==> src/design/stwtp_pkg.sv <==
// Purpose: Constants and types for the sensor two-wire target port
// Assumes: 250 MHz core clock
// Notes: Times kept in their own units, cycle counts derived here
package stwtp_pkg;
    localparam int CLK_MHZ = 250;
    localparam logic [4:0] TGT_ADDR_HI = 5'h12;
    localparam logic [6:0] GCALL_ADDR = 7'h00;
    localparam logic [6:0] ARA_ADDR = 7'h0c;
    localparam logic [7:0] GCALL_RESET_CMD = 8'h06;
    localparam logic [7:0] PTR_RESET = 8'h00;
    localparam logic [7:0] UNLOCK_REG_INDEX = 8'h04;
    localparam int UNLOCK_BIT_POS = 15;
    localparam int NVM_PROG_MS = 7;
    localparam int TIMEOUT_MS = 35;
    localparam int POR_LOAD_US = 1500;
    // Written as ms * MHz * 1000 or us * MHz so no product leaves 32 bits
    localparam int NVM_PROG_CYCLES = NVM_PROG_MS * CLK_MHZ * 1000;
    localparam int TIMEOUT_CYCLES = TIMEOUT_MS * CLK_MHZ * 1000;
    localparam int POR_LOAD_CYCLES = POR_LOAD_US * CLK_MHZ;
    localparam int SCL_MIN_KHZ = 1;
    localparam int SCL_MAX_KHZ = 400;

    typedef enum logic [7:0] {
        ST_IDLE = 8'h01,
        ST_ADDR = 8'h02,
        ST_AACK = 8'h04,
        ST_RXB = 8'h08,
        ST_RACK = 8'h10,
        ST_TXB = 8'h20,
        ST_TACK = 8'h40,
        ST_WAIT = 8'h80
    } stwtp_state_e;

    typedef enum logic [1:0] {
        K_REG = 2'h0,
        K_GCALL = 2'h1,
        K_ARA = 2'h2
    } stwtp_kind_e;
endpackage

==> src/design/stwtp_target.sv <==
// Purpose: Two-wire target port with pointer access, alert response and nvm lock
// Assumes: SCL and SDA are oversampled by CLOCK (4 ns) through two flops each
// Notes: Open-drain SDA; SCL is never driven, there is no SCL output at all
`timescale 1ns/10ps
module stwtp_target
    import stwtp_pkg::*;
#(
    parameter int NVM_PROG_CYC = NVM_PROG_CYCLES,
    parameter int TIMEOUT_CYC = TIMEOUT_CYCLES,
    parameter int POR_LOAD_CYC = POR_LOAD_CYCLES
)
(
    // Clock and reset
    input wire logic CLOCK,
    input wire logic RESET,
    // Bus pins
    input wire logic SCL_IN,
    input wire logic SDA_IN,
    output logic SDA_OUT,
    output logic SDA_OE,
    // Strap, already resolved to two bits
    input wire logic [1:0] ADDRESS_STRAP_PIN,
    // Register side
    output logic [7:0] REG_ADDR,
    output logic [15:0] REG_WDATA,
    output logic REG_WRITE,
    output logic NVM_WRITE,
    output logic REG_READ,
    input wire logic [15:0] REG_RDATA,
    output logic REG_RELOAD,
    // Alert side
    input wire logic ALERT_ACTIVE,
    input wire logic ALERT_HIGH_CAUSE,
    input wire logic THERM_MODE,
    output logic ALERT_RELEASE,
    // Status
    output logic NVM_BUSY,
    output logic NVM_UNLOCK_BIT,
    output logic POR_LOADING
);
    localparam int CW = 32;

    if (NVM_PROG_CYC < 1 || TIMEOUT_CYC < 1 || POR_LOAD_CYC < 1)
    begin
        $error("stwtp_target: cycle counts must be at least one");
    end

    typedef struct packed {
        logic [1:0] scl_s;
        logic [1:0] sda_s;
        logic scl_p;
        logic sda_p;
        stwtp_state_e st;
        stwtp_kind_e kind;
        logic [3:0] bitc;
        logic [7:0] sh;
        logic rw;
        logic [1:0] bytec;
        logic [7:0] ptr;
        logic [7:0] hi;
        logic [15:0] txw;
        logic lost;
        logic [3:0] strap_s;
        logic [15:0] wdat;
        logic wr;
        logic nvw;
        logic rd;
        logic reload;
        logic arel;
        logic unl;
        logic [CW-1:0] busy_cnt;
        logic [CW-1:0] por_cnt;
        logic [CW-1:0] to_cnt;
        logic sda_o;
    } stwtp_s;

    stwtp_s s_q, s_d;

    logic scl, sda, scl_rise, scl_fall, start_c, stop_c;
    logic [6:0] my_addr;
    logic [7:0] rx_byte;

    // Conditions seen on the synchronised lines only
    assign scl = s_q.scl_s[1];
    assign sda = s_q.sda_s[1];
    assign scl_rise = scl && !s_q.scl_p;
    assign scl_fall = !scl && s_q.scl_p;
    assign start_c = scl && s_q.scl_p && s_q.sda_p && !sda;
    assign stop_c = scl && s_q.scl_p && !s_q.sda_p && sda;
    assign my_addr = {TGT_ADDR_HI, s_q.strap_s[3:2]};
    assign rx_byte = {s_q.sh[6:0], sda};

    // Next-state logic for the whole port
    always_comb
    begin
        s_d = s_q;
        s_d.scl_s = {s_q.scl_s[0], SCL_IN};
        s_d.sda_s = {s_q.sda_s[0], SDA_IN};
        s_d.strap_s = {s_q.strap_s[1:0], ADDRESS_STRAP_PIN};
        s_d.scl_p = scl;
        s_d.sda_p = sda;
        s_d.wr = 1'b0;
        s_d.nvw = 1'b0;
        s_d.rd = 1'b0;
        s_d.reload = 1'b0;
        s_d.arel = 1'b0;
        // Programming and power-on load timers
        if (s_q.busy_cnt != '0)
            s_d.busy_cnt = s_q.busy_cnt - 1'b1;
        if (s_q.por_cnt != '0)
            s_d.por_cnt = s_q.por_cnt - 1'b1;
        // Stuck-low watchdog; only counts inside a transfer
        if (s_q.st != ST_IDLE && (!scl || (s_q.sda_o && !sda)))
            s_d.to_cnt = s_q.to_cnt + 1'b1;
        else
            s_d.to_cnt = '0;

        case (s_q.st)
            ST_IDLE:
            begin
                s_d.sda_o = 1'b0;
            end
            ST_ADDR, ST_RXB:
            begin
                if (scl_rise)
                begin
                    s_d.sh = rx_byte;
                    s_d.bitc = s_q.bitc + 4'h1;
                end
                if (scl_fall && s_q.bitc == 4'h8)
                begin
                    s_d.bitc = 4'h0;
                    s_d.sda_o = 1'b1;
                    if (s_q.st == ST_ADDR)
                    begin
                        s_d.rw = s_q.sh[0];
                        s_d.bytec = 2'h0;
                        s_d.st = ST_AACK;
                        if (s_q.sh[7:1] == my_addr)
                            s_d.kind = K_REG;
                        else if (s_q.sh == {GCALL_ADDR, 1'b0})
                            s_d.kind = K_GCALL;
                        else if (s_q.sh == {ARA_ADDR, 1'b1} && ALERT_ACTIVE)
                            s_d.kind = K_ARA;
                        else
                        begin
                            s_d.sda_o = 1'b0;
                            s_d.st = ST_WAIT;
                        end
                    end
                    else
                    begin
                        s_d.st = ST_RACK;
                        s_d.bytec = (s_q.bytec == 2'h2) ? 2'h1 : s_q.bytec + 2'h1;
                        if (s_q.kind == K_GCALL)
                        begin
                            if (s_q.sh == GCALL_RESET_CMD)
                                s_d.reload = 1'b1;
                        end
                        else if (s_q.bytec == 2'h0)
                            s_d.ptr = s_q.sh;
                        else if (s_q.bytec == 2'h1)
                            s_d.hi = s_q.sh;
                        else
                        begin
                            s_d.wdat = {s_q.hi, s_q.sh};
                            // Writes are dropped during power-on load
                            if (s_q.por_cnt == '0)
                            begin
                                s_d.wr = 1'b1;
                                s_d.nvw = s_q.unl;
                                if (s_q.unl)
                                    s_d.busy_cnt = CW'(NVM_PROG_CYC);
                                if (s_q.ptr == UNLOCK_REG_INDEX)
                                    s_d.unl = s_q.hi[UNLOCK_BIT_POS - 8];
                            end
                        end
                    end
                end
            end
            ST_AACK, ST_RACK:
            begin
                if (scl_fall)
                begin
                    s_d.sda_o = 1'b0;
                    if (s_q.st == ST_AACK && s_q.rw)
                    begin
                        s_d.st = ST_TXB;
                        s_d.lost = 1'b0;
                        if (s_q.kind == K_ARA)
                            s_d.txw = {my_addr, ALERT_HIGH_CAUSE, 8'hff};
                        else
                        begin
                            s_d.txw = REG_RDATA;
                            s_d.rd = 1'b1;
                        end
                        s_d.sda_o = (s_q.kind == K_ARA) ? !my_addr[6] : !REG_RDATA[15];
                    end
                    else
                        s_d.st = ST_RXB;
                end
            end
            ST_TXB:
            begin
                // Arbitration: a released one that reads low has lost
                if (scl_rise && !s_q.sda_o && !sda && s_q.kind == K_ARA)
                    s_d.lost = 1'b1;
                if (scl_fall)
                begin
                    s_d.bitc = s_q.bitc + 4'h1;
                    s_d.txw = {s_q.txw[14:0], 1'b1};
                    s_d.sda_o = !s_q.txw[14] && !s_q.lost && !(s_q.kind == K_ARA &&
                        !s_q.sda_o && !sda);
                    if (s_q.bitc == 4'h7)
                    begin
                        s_d.bitc = 4'h0;
                        s_d.sda_o = 1'b0;
                        s_d.st = ST_TACK;
                    end
                end
            end
            ST_TACK:
            begin
                if (scl_rise)
                begin
                    if (s_q.kind == K_ARA)
                    begin
                        s_d.arel = !s_q.lost && !THERM_MODE;
                        s_d.st = ST_WAIT;
                    end
                    else if (sda)
                        s_d.st = ST_WAIT;
                end
                if (scl_fall && s_q.st == s_d.st)
                begin
                    s_d.st = ST_TXB;
                    s_d.sda_o = !s_q.txw[15];
                end
            end
            default:
            begin
                s_d.sda_o = 1'b0;
            end
        endcase

        // START from anywhere begins addressing; STOP always idles
        if (start_c)
        begin
            s_d.st = ST_ADDR;
            s_d.bitc = 4'h0;
            s_d.sda_o = 1'b0;
        end
        else if (stop_c || s_q.to_cnt >= CW'(TIMEOUT_CYC))
        begin
            s_d.st = ST_IDLE;
            s_d.sda_o = 1'b0;
        end
        // General-call reset relocks and reruns the power-on load
        if (s_q.reload)
        begin
            s_d.unl = 1'b0;
            s_d.ptr = PTR_RESET;
            s_d.por_cnt = CW'(POR_LOAD_CYC);
        end
    end

    // State register
    always_ff @(posedge CLOCK)
    begin
        if (RESET)
        begin
            s_q <= '0;
            s_q.scl_s <= 2'h3;
            s_q.sda_s <= 2'h3;
            s_q.scl_p <= 1'b1;
            s_q.sda_p <= 1'b1;
            s_q.st <= ST_IDLE;
            s_q.kind <= K_REG;
            s_q.ptr <= PTR_RESET;
            s_q.unl <= 1'b0;
            s_q.por_cnt <= CW'(POR_LOAD_CYC);
        end
        else
        begin
            s_q <= s_d;
        end
    end

    // Outputs; SDA only ever pulled low, SCL left alone
    assign SDA_OUT = 1'b0;
    assign SDA_OE = s_q.sda_o;
    assign REG_ADDR = s_q.ptr;
    assign REG_WDATA = s_q.wdat;
    assign REG_WRITE = s_q.wr;
    assign NVM_WRITE = s_q.nvw;
    assign REG_READ = s_q.rd;
    assign REG_RELOAD = s_q.reload;
    assign ALERT_RELEASE = s_q.arel;
    assign NVM_BUSY = (s_q.busy_cnt != '0) || (s_q.por_cnt != '0);
    assign NVM_UNLOCK_BIT = s_q.unl;
    assign POR_LOADING = s_q.por_cnt != '0;
endmodule

==> config.mk <==
export PLATFORM = sky130hd
export DESIGN_NAME = stwtp_target
export DESIGN_NICKNAME = d
export VERILOG_FILES = /design/src/design/stwtp_pkg.sv /design/src/design/stwtp_target.sv
export SDC_FILE = /design/constraint.sdc
export NUM_CORES = 1
export LEC_CHECK = 0
export BUFFER_PORTS_ARGS = -buffer_cell sky130_fd_sc_hd__buf_2
export CORE_ASPECT_RATIO = 1.2
export CORE_MARGIN = 2
export CORE_UTILIZATION = 50
export CTS_CLUSTER_SIZE = 28
export DETAILED_ROUTE_END_ITERATION = 10
export GPL_TIMING_DRIVEN = 0
export PLACE_DENSITY = 0.68
export SYNTH_ARGS = -nofsm -noshare
export SYNTH_HDL_FRONTEND = slang
export SYNTH_SLANG_ARGS = --single-unit
==> constraint.sdc <==
create_clock -name CLOCK -period 4.5 [get_ports CLOCK]
set_clock_uncertainty 0.1 [all_clocks]
set_input_delay 0 -clock CLOCK [delete_from_list [all_inputs] [get_ports CLOCK]]
set_output_delay 0 -clock CLOCK [all_outputs]
set_load 0.05 [all_outputs]
## Word-level counts from Yosys, hierarchy flattened

Index checks and enable logic that the tools add are counted.

| word-level totals | value |
|---|---|
| bits in registers | 187 |
| input bits | 25 |
| output and inout port bits | 34 |

| operators by class | value |
|---|---|
| add/subtract/negate cells | 5 |
| magnitude comparators | 1 |
| eq/ne operators | 30 |
| muxes and demuxes | 57 |
| bitwise gates (word level) | 14 |
| reductions and logical operators | 70 |

Operators with widths:

| cell | number |
|---|---|
| $mux 32 | 9 |
| $mux 8 | 12 |
| $reduce_bool 32->1 | 2 |
| $sub 32x1->32 const B | 2 |
| $mux 17 | 2 |
| $pmux 17 s2 | 1 |
| $add 32x1->32 const B | 1 |
| $ge 32x24->1 const B | 1 |
| $logic_not 32->1 | 1 |
| $mux 16 | 2 |
| $pmux 8 s4 | 1 |
| $eq 8x3->1 const B | 3 |
| $logic_and 1x1->1 | 21 |
| $mux 2 | 9 |
| $eq 8x5->1 const B | 2 |
| $ne 4x4->1 const B | 4 |
| $reduce_and 4->1 | 4 |
| $reduce_and 5->1 | 3 |
| $mux 1 | 14 |
| $mux 14 | 1 |
| $ne 2x2->1 const B | 7 |
| $not 1->1 | 14 |
| $mux 12 | 1 |
| $reduce_and 6->1 | 2 |
| other kinds (35) | 58 |

## Depth between registers and ports, before layout

Gate-level depths: netlist (run 1).

| logic depth | value |
|---|---|
| depth after elaboration | 10 |
| gate-level depth with buffers | 10 |

## Least setup slack after synthesis (run 1)

Ideal clock, no wire load.

| path | value |
|---|---|
| path type | flip-flop to flip-flop |
| start | reg s_q[45] in the netlist's numbering |
| end | reg s_q[60] in the netlist's numbering |
| arrival | 2.958 ns |
| required time | 4.282 ns |
| slack | 1.324 ns |
| cell stages (with the launch flop) | 8 |
| path buffers | 1 |
| clock period less this slack | 3.176 ns |
| cell sequence | dfxtp_1 or4_4 or4_4 or4_4 or4_1 clkbuf_2 or4_4 mux2i_1 |

| between the ends | value |
|---|---|
| cells in the longest elaborated chain, start to end | 1 |

Ends and longest elaborated chain:

| item | RTL line | source |
|---|---|---|
| start, declared | stwtp_target.sv:77 | `stwtp_s s_q, s_d;` |
| $sub 32x1->32 / $reduce_bool 32->1 (equally long branches) | stwtp_target.sv:111, stwtp_target.sv:110 |  |

Several ways; a longest one is shown, not always the timed one.
A chain may end at the register's enable or synchronous reset.

## Final worst setup path (run 1)

| path | value |
|---|---|
| start | reg s_q[175] in the netlist's numbering |
| end | reg s_q[81] in the netlist's numbering |

| between the ends | value |
|---|---|
| cells in the longest elaborated chain, start to end | 4 |

Ends and longest elaborated chain:

| item | RTL line | source |
|---|---|---|
| $eq 8x2->1 | stwtp_target.sv:118, stwtp_target.sv:134 |  |
| $mux 32 | stwtp_target.sv:134 | `if (s_q.st == ST_ADDR)` |
| $mux 32 | stwtp_target.sv:130 | `if (scl_fall && s_q.bitc == 4'h8)` |
| $mux 32 * | stwtp_target.sv:118 | `case (s_q.st)` |

Every way passes the cells marked *; elsewhere a longest branch is shown, timed or not.

==> impl_metrics.csv, run 1 <==
group,metric,value,unit
worst_setup_path,crit_path_start_kind,"flop",
cts,numCtsBuffers,17,
final_layout,syn_to_final_growth,15.93,%
placed_design,placedCellCount,1305,
final_layout,final_nets,1163,
detailed_routing,viasPerCell,5.472,
placed_design,place_hpwl,14300,um
power_and_ir_drop,totalPowerFinal,4495,uW
synth,synth_top_family_by_area,"simple AND/OR/NAND/NOR gates",
worst_setup_path,path_class,"reg -> reg",
final_layout,final_design_area_no_fill,9978,um2
sta,final-max-slew-violation-count,0,
sta,setup_viol,0,
global_route,grt_max_degree,17,
sta,finalHoldViolCount,0,
detailed_routing,drcViolationCount,0,
synth,synth_compound_area_share,8.606,%
sta,rsz0062_at_grt,"no",
cts,worstSkewPairLatency,0.43,ns
run,max-cap-violations,0,
power_and_ir_drop,vdd_drop_max,0.0003023,V
worst_hold_path,hp-class,"in -> reg",
synth,ys_warn_count,0,
synth,synth_top_cell_by_area,"dfxtp_1",
global_route,grt_pass1_wl,33710,um
cts,htreeDepth,4,
worst_hold_path,min_to,"s_q[180]$_SDFFE_PP0P_",
worst_setup_path,worstPathRequired,4.72,ns
worst_setup_path,path_buf_inv,2,
synth,synth_xor_area_share,8.141,%
floorplan,die_w,123.8,um
detailed_routing,vias,7442,
sta,slew_headroom,34.71,%
detailed_routing,wl,20240,um
synth,ys_seq_area_share,43.49,%
worst_setup_path,worst_r2r_endpoint,"s_q[81]$_SDFF_PP0_",
synth,synthCells,1032,
global_route,grt_pass1_vias,6988,
outcome,status,"finished clean",
worst_setup_path,cp_max_fo,10,
final_layout,final_cells,1360,
synth,syn_avg_cell_area,8.340,um2
final_layout,n_fill_cell,1553,
detailed_routing,antenna_left,0,
synth,synthesis.area,8607,um2
floorplan,ios,59,
synth,synth_cell_types,59,
synth,synth_edf_count,0,
synth,syn-num-nets,1064,
cts,cts_sinks,187,
worst_hold_path,hp-start,"ALERT_ACTIVE",
floorplan,core-area,16850,um2
cts,cts_setup_buffers,0,
worst_setup_path,path_cells,"or4b_1 > or4_1 > or3b_2 > buf_2 > or4_1 > nand2b_1 > buf_2 > nor2_1",
placed_design,gp_congestion,0.8834,
sta,fin_tns_setup,0,ns
power_and_ir_drop,p_leak,0.003829,uW
synth,yosys.area_share.simple,29.60,%
floorplan,dieArea,18280,um2
worst_setup_path,endpoint_kind,"flop",
cts,clk_pin_slew,0.07,ns
power_and_ir_drop,powerDensity,450.5,nW/um2
global_route,antenna_found_initial,0,
synth,synth.top_cell.area_share,43.49,%
floorplan,start_util,51.08,%
cts,cts_tree,"built",
worst_setup_path,critPathArrivalTime,3.79,ns
worst_setup_path,crit_family,"simple AND/OR/NAND/NOR gates",
final_layout,final_cell_mix,"dfxtp_1, nor2_1, nand2_1",
detailed_routing,firstDrtPassIters,5,
cts,clock_path_buffers,2,
global_route,grt_use_total,23.02,%
sta,max_freq,279.7,MHz
worst_setup_path,r2r.worst_path.cells,8,
worst_setup_path,slowest_delay,0.63,ns
synth,synthAdderAreaFrac,1.018,%
synth,synth.area.top_cells,"dfxtp_1, nor2_1, xnor2_1, xor2_1, nand2_1",
synth,ys_ff_latch,187,
detailed_routing,first_iter_violations,481,
sta,fin_crit,3.575,ns
final_layout,drive_gt1_share,12.24,%
sta,period_share,79.44,%
worst_hold_path,whs_path_depth,6,
global_route,overflow,0,
detailed_routing,routedWlPerCell,14.88,um
sta,worstMarginPinSlew,0.9712,ns
final_layout,n_antenna_cell,0,
worst_setup_path,cp_slowest_cell,"or4_1",
placed_design,io_buffers,57,
synth,yosys-mux-area-fraction,3.751,%
cts,clock-root-buffer,"clkbuf_16",
final_layout,final_common_cell,"dfxtp_1",
worst_setup_path,ff2ff_setup_slack,0.93,ns
floorplan,num_rows,52,
worst_setup_path,r2r-start,"s_q[175]$_SDFFE_PP0P_",
synth,yosys_most_used_dff,"dfxtp_1",
placed_design,place_area,9163,um2
synth,synthArstFlopShare,0,%
floorplan,chipHeight,147.7,um
layout make-up:
cell class / count / area, um2 / share of cell area, %
sequential: 187 / 3744 / 37.52
multi-input combinational: 749 / 4403 / 44.13
clock inverter: 14 / 146.4 / 1.467
tap: 216 / 270.3 / 2.708
inverter: 17 / 63.81 / 0.6395
clock buffer: 18 / 439.2 / 4.401
timing repair buffer: 80 / 515.5 / 5.166
buffer: 79 / 396.6 / 3.975
power breakdown:
part	leakage (uW)	internal [uW]	total, uW	switching, uW
sequential	0.00151	1800	1930	131
clock	0.000288	835	1490	654
combinational	0.00203	455	1080	623
total	0.00383	3090	4490	1410
kinds of logic after synthesis:
logic type | after synthesis
adders and majority gates | 7
xor gates and xnor gates | 80
other | 1
and+or+nand+nor | 507
DFF | 187
buffers and inverters | 96
AOI/OAI and AO/OA | 122
muxes | 32
what timing repair did:
action	in CTS	in global routing
hold buffers	23	0
gates resized for setup	0	0
hold endpoints to repair	25	0
cells in the mapped netlist, types with 2 or more instances:
cell,number
nand2_1,87
nand3_1,41
nand4b_1,3
buf_1,2
nor3_1,55
nand4_1,14
nor3b_1,6
ha_1,7
and4_1,4
nor2b_1,11
a21oi_1,63
or4_1,16
a22oi_1,3
o21ai_0,14
and3_1,13
o211ai_1,5
buf_2,4
o32ai_1,3
mux2i_1,30
inv_1,17
xnor2_1,42
nand3b_1,3
xor2_1,38
nor4b_1,6
buf_4,25
o31ai_1,6
dfxtp_1,187
a311oi_1,5
or3b_2,2
o41ai_1,2
nor2_1,155
a211oi_1,5
or3_1,23
nand2b_1,13
mux2_2,2
clkbuf_1,47
or4_4,4
or2_2,12
nor4_1,35
a31oi_1,3
worst min-delay path, delay by kind of cell:
kind / cells / cell delay (ns)
compound gates: 3 / 0.42
simple gates: 2 / 0.14
buf+inv: 1 / 0.11
metal layers:
layer / track usage, % / routed length, um
met5: 0 / 0
met4: 8.807 / 416
met3: 3.048 / 695
met2: 38.82 / 9927
met1: 29.70 / 9203
through the flow:
step | utilization (%) | setup WS, ns | hold WS, ns
6_report | 59.21 | 0.9252 | 0.1883
3_5_place_dp | 54.37 | 0.9778 | 0.08568
2_1_floorplan | - | 1.324 | -0.01121
4_1_cts | 59.21 | 0.9579 | 0.1672
3_3_place_gp | 54.37 | 1.006 | 0.08573
5_1_grt | 59.21 | 0.7865 | 0.2046
how the worst max path moves through the flow:
stage                                      from              endpoint  slack (ns)  cells after the start
final                     s_q[175]$_SDFFE_PP0P_    s_q[81]$_SDFF_PP0_        0.93                      8
after global routing      s_q[176]$_SDFFE_PP0P_    s_q[81]$_SDFF_PP0_        0.79                      9
after CTS                 s_q[176]$_SDFFE_PP0P_    s_q[81]$_SDFF_PP0_        0.96                      9
after detailed placement  s_q[176]$_SDFFE_PP0P_    s_q[81]$_SDFF_PP0_        0.98                      9
after global placement    s_q[176]$_SDFFE_PP0P_    s_q[67]$_SDFF_PP0_        1.01                      9
after floorplan            s_q[45]$_SDFFE_PP1N_  s_q[60]$_SDFFE_PP0N_        1.32                      7
flip-flops by register name (all words and copies together) (netlist names), 2 cells and up:
name	cells
s_q	141
REG_WDATA	16
REG_ADDR	8
rx_byte	8
s_d	5
my_addr	2
Power figures use the tool's default switching activity.
==> inputs of run 2 (changes only) <==
clock period = 3.4 ns   (was 4.5 ns; I/O delays follow)
==> run 2 against run 1 <==
  * Non-clock buffer count is the same
  * Worst setup slack lost 0.81 ns
  * Die area is the same
  * Critical path type unchanged
==> impl_metrics.csv, run 2 (same netlist as run 1, synthesis figures left out) <==
group,metric,value,unit
detailed_routing,vias,7456,
sta,fin_crit,3.287,ns
cts,cts_tree,"built",
worst_setup_path,path_class,"reg -> reg",
final_layout,largest_register_ff_count,141,
final_layout,n_fill_cell,1551,
worst_setup_path,worstPathRequired,3.62,ns
global_route,grt_pass1_vias,6989,
floorplan,chipHeight,147.7,um
cts,clock_path_buffers,2,
floorplan,ios,59,
detailed_routing,first_iter_violations,455,
cts,cts_sinks,187,
worst_hold_path,min_to,"s_q[180]$_SDFFE_PP0P_",
final_layout,final_common_cell,"dfxtp_1",
placed_design,gp_congestion,0.8834,
final_layout,regMostFlops,"s_q",
power_and_ir_drop,vdd_drop_max,0.0003997,V
cts,htreeDepth,4,
worst_setup_path,worst_r2r_endpoint,"s_q[60]$_SDFFE_PP0N_",
placed_design,placedCellCount,1305,
final_layout,final_nets,1163,
worst_setup_path,r2r.worst_path.cells,7,
worst_setup_path,crit_path_start_kind,"flop",
sta,finalHoldViolCount,0,
worst_setup_path,r2r-start,"s_q[45]$_SDFFE_PP1N_",
sta,rsz0062_at_grt,"no",
cts,clk_pin_slew,0.07,ns
final_layout,final_cell_mix,"dfxtp_1, nor2_1, nand2_1",
sta,worstMarginPinSlew,0.9677,ns
floorplan,num_rows,52,
worst_setup_path,critPathArrivalTime,3.51,ns
global_route,grt_use_total,23.03,%
floorplan,die_w,123.8,um
worst_hold_path,whs_path_depth,6,
cts,worstSkewPairLatency,0.43,ns
power_and_ir_drop,powerDensity,593.8,nW/um2
final_layout,syn_to_final_growth,16.37,%
floorplan,dieArea,18280,um2
sta,setup_viol,0,
global_route,overflow,0,
floorplan,core-area,16850,um2
sta,period_share,96.68,%
power_and_ir_drop,p_leak,0.003845,uW
sta,final-max-slew-violation-count,0,
final_layout,n_antenna_cell,0,
placed_design,io_buffers,57,
worst_setup_path,cp_max_fo,8,
global_route,antenna_found_initial,0,
detailed_routing,viasPerCell,5.482,
worst_setup_path,endpoint_kind,"flop",
worst_hold_path,hp-start,"ALERT_ACTIVE",
run,max-cap-violations,0,
placed_design,place_hpwl,14300,um
detailed_routing,wl,20280,um
floorplan,start_util,51.08,%
cts,numCtsBuffers,17,
cts,clock-root-buffer,"clkbuf_16",
detailed_routing,routedWlPerCell,14.91,um
sta,timing.hold.ws,0.1911,ns
outcome,status,"finished clean",
worst_setup_path,ff2ff_setup_slack,0.11,ns
detailed_routing,firstDrtPassIters,4,
detailed_routing,antenna_left,0,
sta,max_freq,304.2,MHz
detailed_routing,drcViolationCount,0,
global_route,grt_pass1_wl,33730,um
sta,slew_headroom,34.95,%
final_layout,final_cells,1360,
final_layout,drive_gt1_share,12.67,%
worst_hold_path,hp-class,"in -> reg",
sta,fin_tns_setup,0,ns
global_route,grt_max_degree,17,
==> run 2: cell types whose count changed in the layout (fill, tap and decap cells not counted), sizes merged <==
cell / previous run / this run
clkbuf: 66 / 67
buf: 88 / 87
==> run 2: critical path, stage by stage (launching register included) <==
cell and delay (ns):
dfxtp_2 0.35, or4_4 0.55, or4_4 0.55, or4_4 0.49
or4_1 0.40, clkbuf_4 0.19, or4_4 0.42, mux2i_1 0.12
==> run 2: timing repair <==
action,in CTS,in global routing
resized for setup,3,12
hold buffers,23,0
endpoints found under the setup margin,30,31
setup buffers,0,0
endpoints found under the hold margin,25,0
pin swaps,0,1
==> run 2: routing by layer <==
metal,track usage (%),vias up,wire (um)
li1,-,3773,-
met1,29.70,3516,9285
met2,38.85,141,9954
met3,3.048,26,629
met4,8.807,0,407
met5,0,-,0
==> run 2: cell type report <==
type                       instances  area (um2)  area share (%)
clock inverter                    14       146.4           1.462
timing repair buffer              80       515.5           5.147
sequential                       187        3745           37.39
clock buffer                      18       439.2           4.385
multi-input combinational        749        4418           44.11
inverter                          17       63.81          0.6371
buffer                            79       417.9           4.172
tap                              216       270.3           2.698
==> run 2: how the worst max path moves through the flow <==
stage,start,end,cells past startpoint
3_5_place_dp,s_q[176]$_SDFFE_PP0P_,s_q[81]$_SDFF_PP0_,9
5_1_grt,s_q[45]$_SDFFE_PP1N_,s_q[60]$_SDFFE_PP0N_,7
6_report,s_q[45]$_SDFFE_PP1N_,s_q[60]$_SDFFE_PP0N_,7
4_1_cts,s_q[176]$_SDFFE_PP0P_,s_q[80]$_SDFF_PP0_,8
3_3_place_gp,s_q[176]$_SDFFE_PP0P_,s_q[67]$_SDFF_PP0_,9
2_1_floorplan,s_q[45]$_SDFFE_PP1N_,s_q[60]$_SDFFE_PP0N_,7
==> run 2: power by group <==
| group | leakage (uW) | switching, uW | internal (uW) | total (uW) |
|---|---|---|---|---|
| clock network | 0.000288 | 862 | 1110 | 1970 |
| logic | 0.00205 | 824 | 604 | 1430 |
| registers | 0.00151 | 174 | 2380 | 2550 |
==> run 2: metrics by stage <==
stage | util (%) | power [uW] | cell area, um2 | setup slack (ns)
final | 59.44 | 5948 | 10020 | 0.1128
after global routing | 59.44 | 6288 | 10020 | 0.02088
after CTS | 59.27 | 5986 | 9987 | 0.01129
after detailed placement | 54.37 | 3980 | 9163 | -0.1222
after global placement | 54.37 | 3952 | 9163 | -0.09429
after floorplan | - | 3697 | 8607 | 0.2237
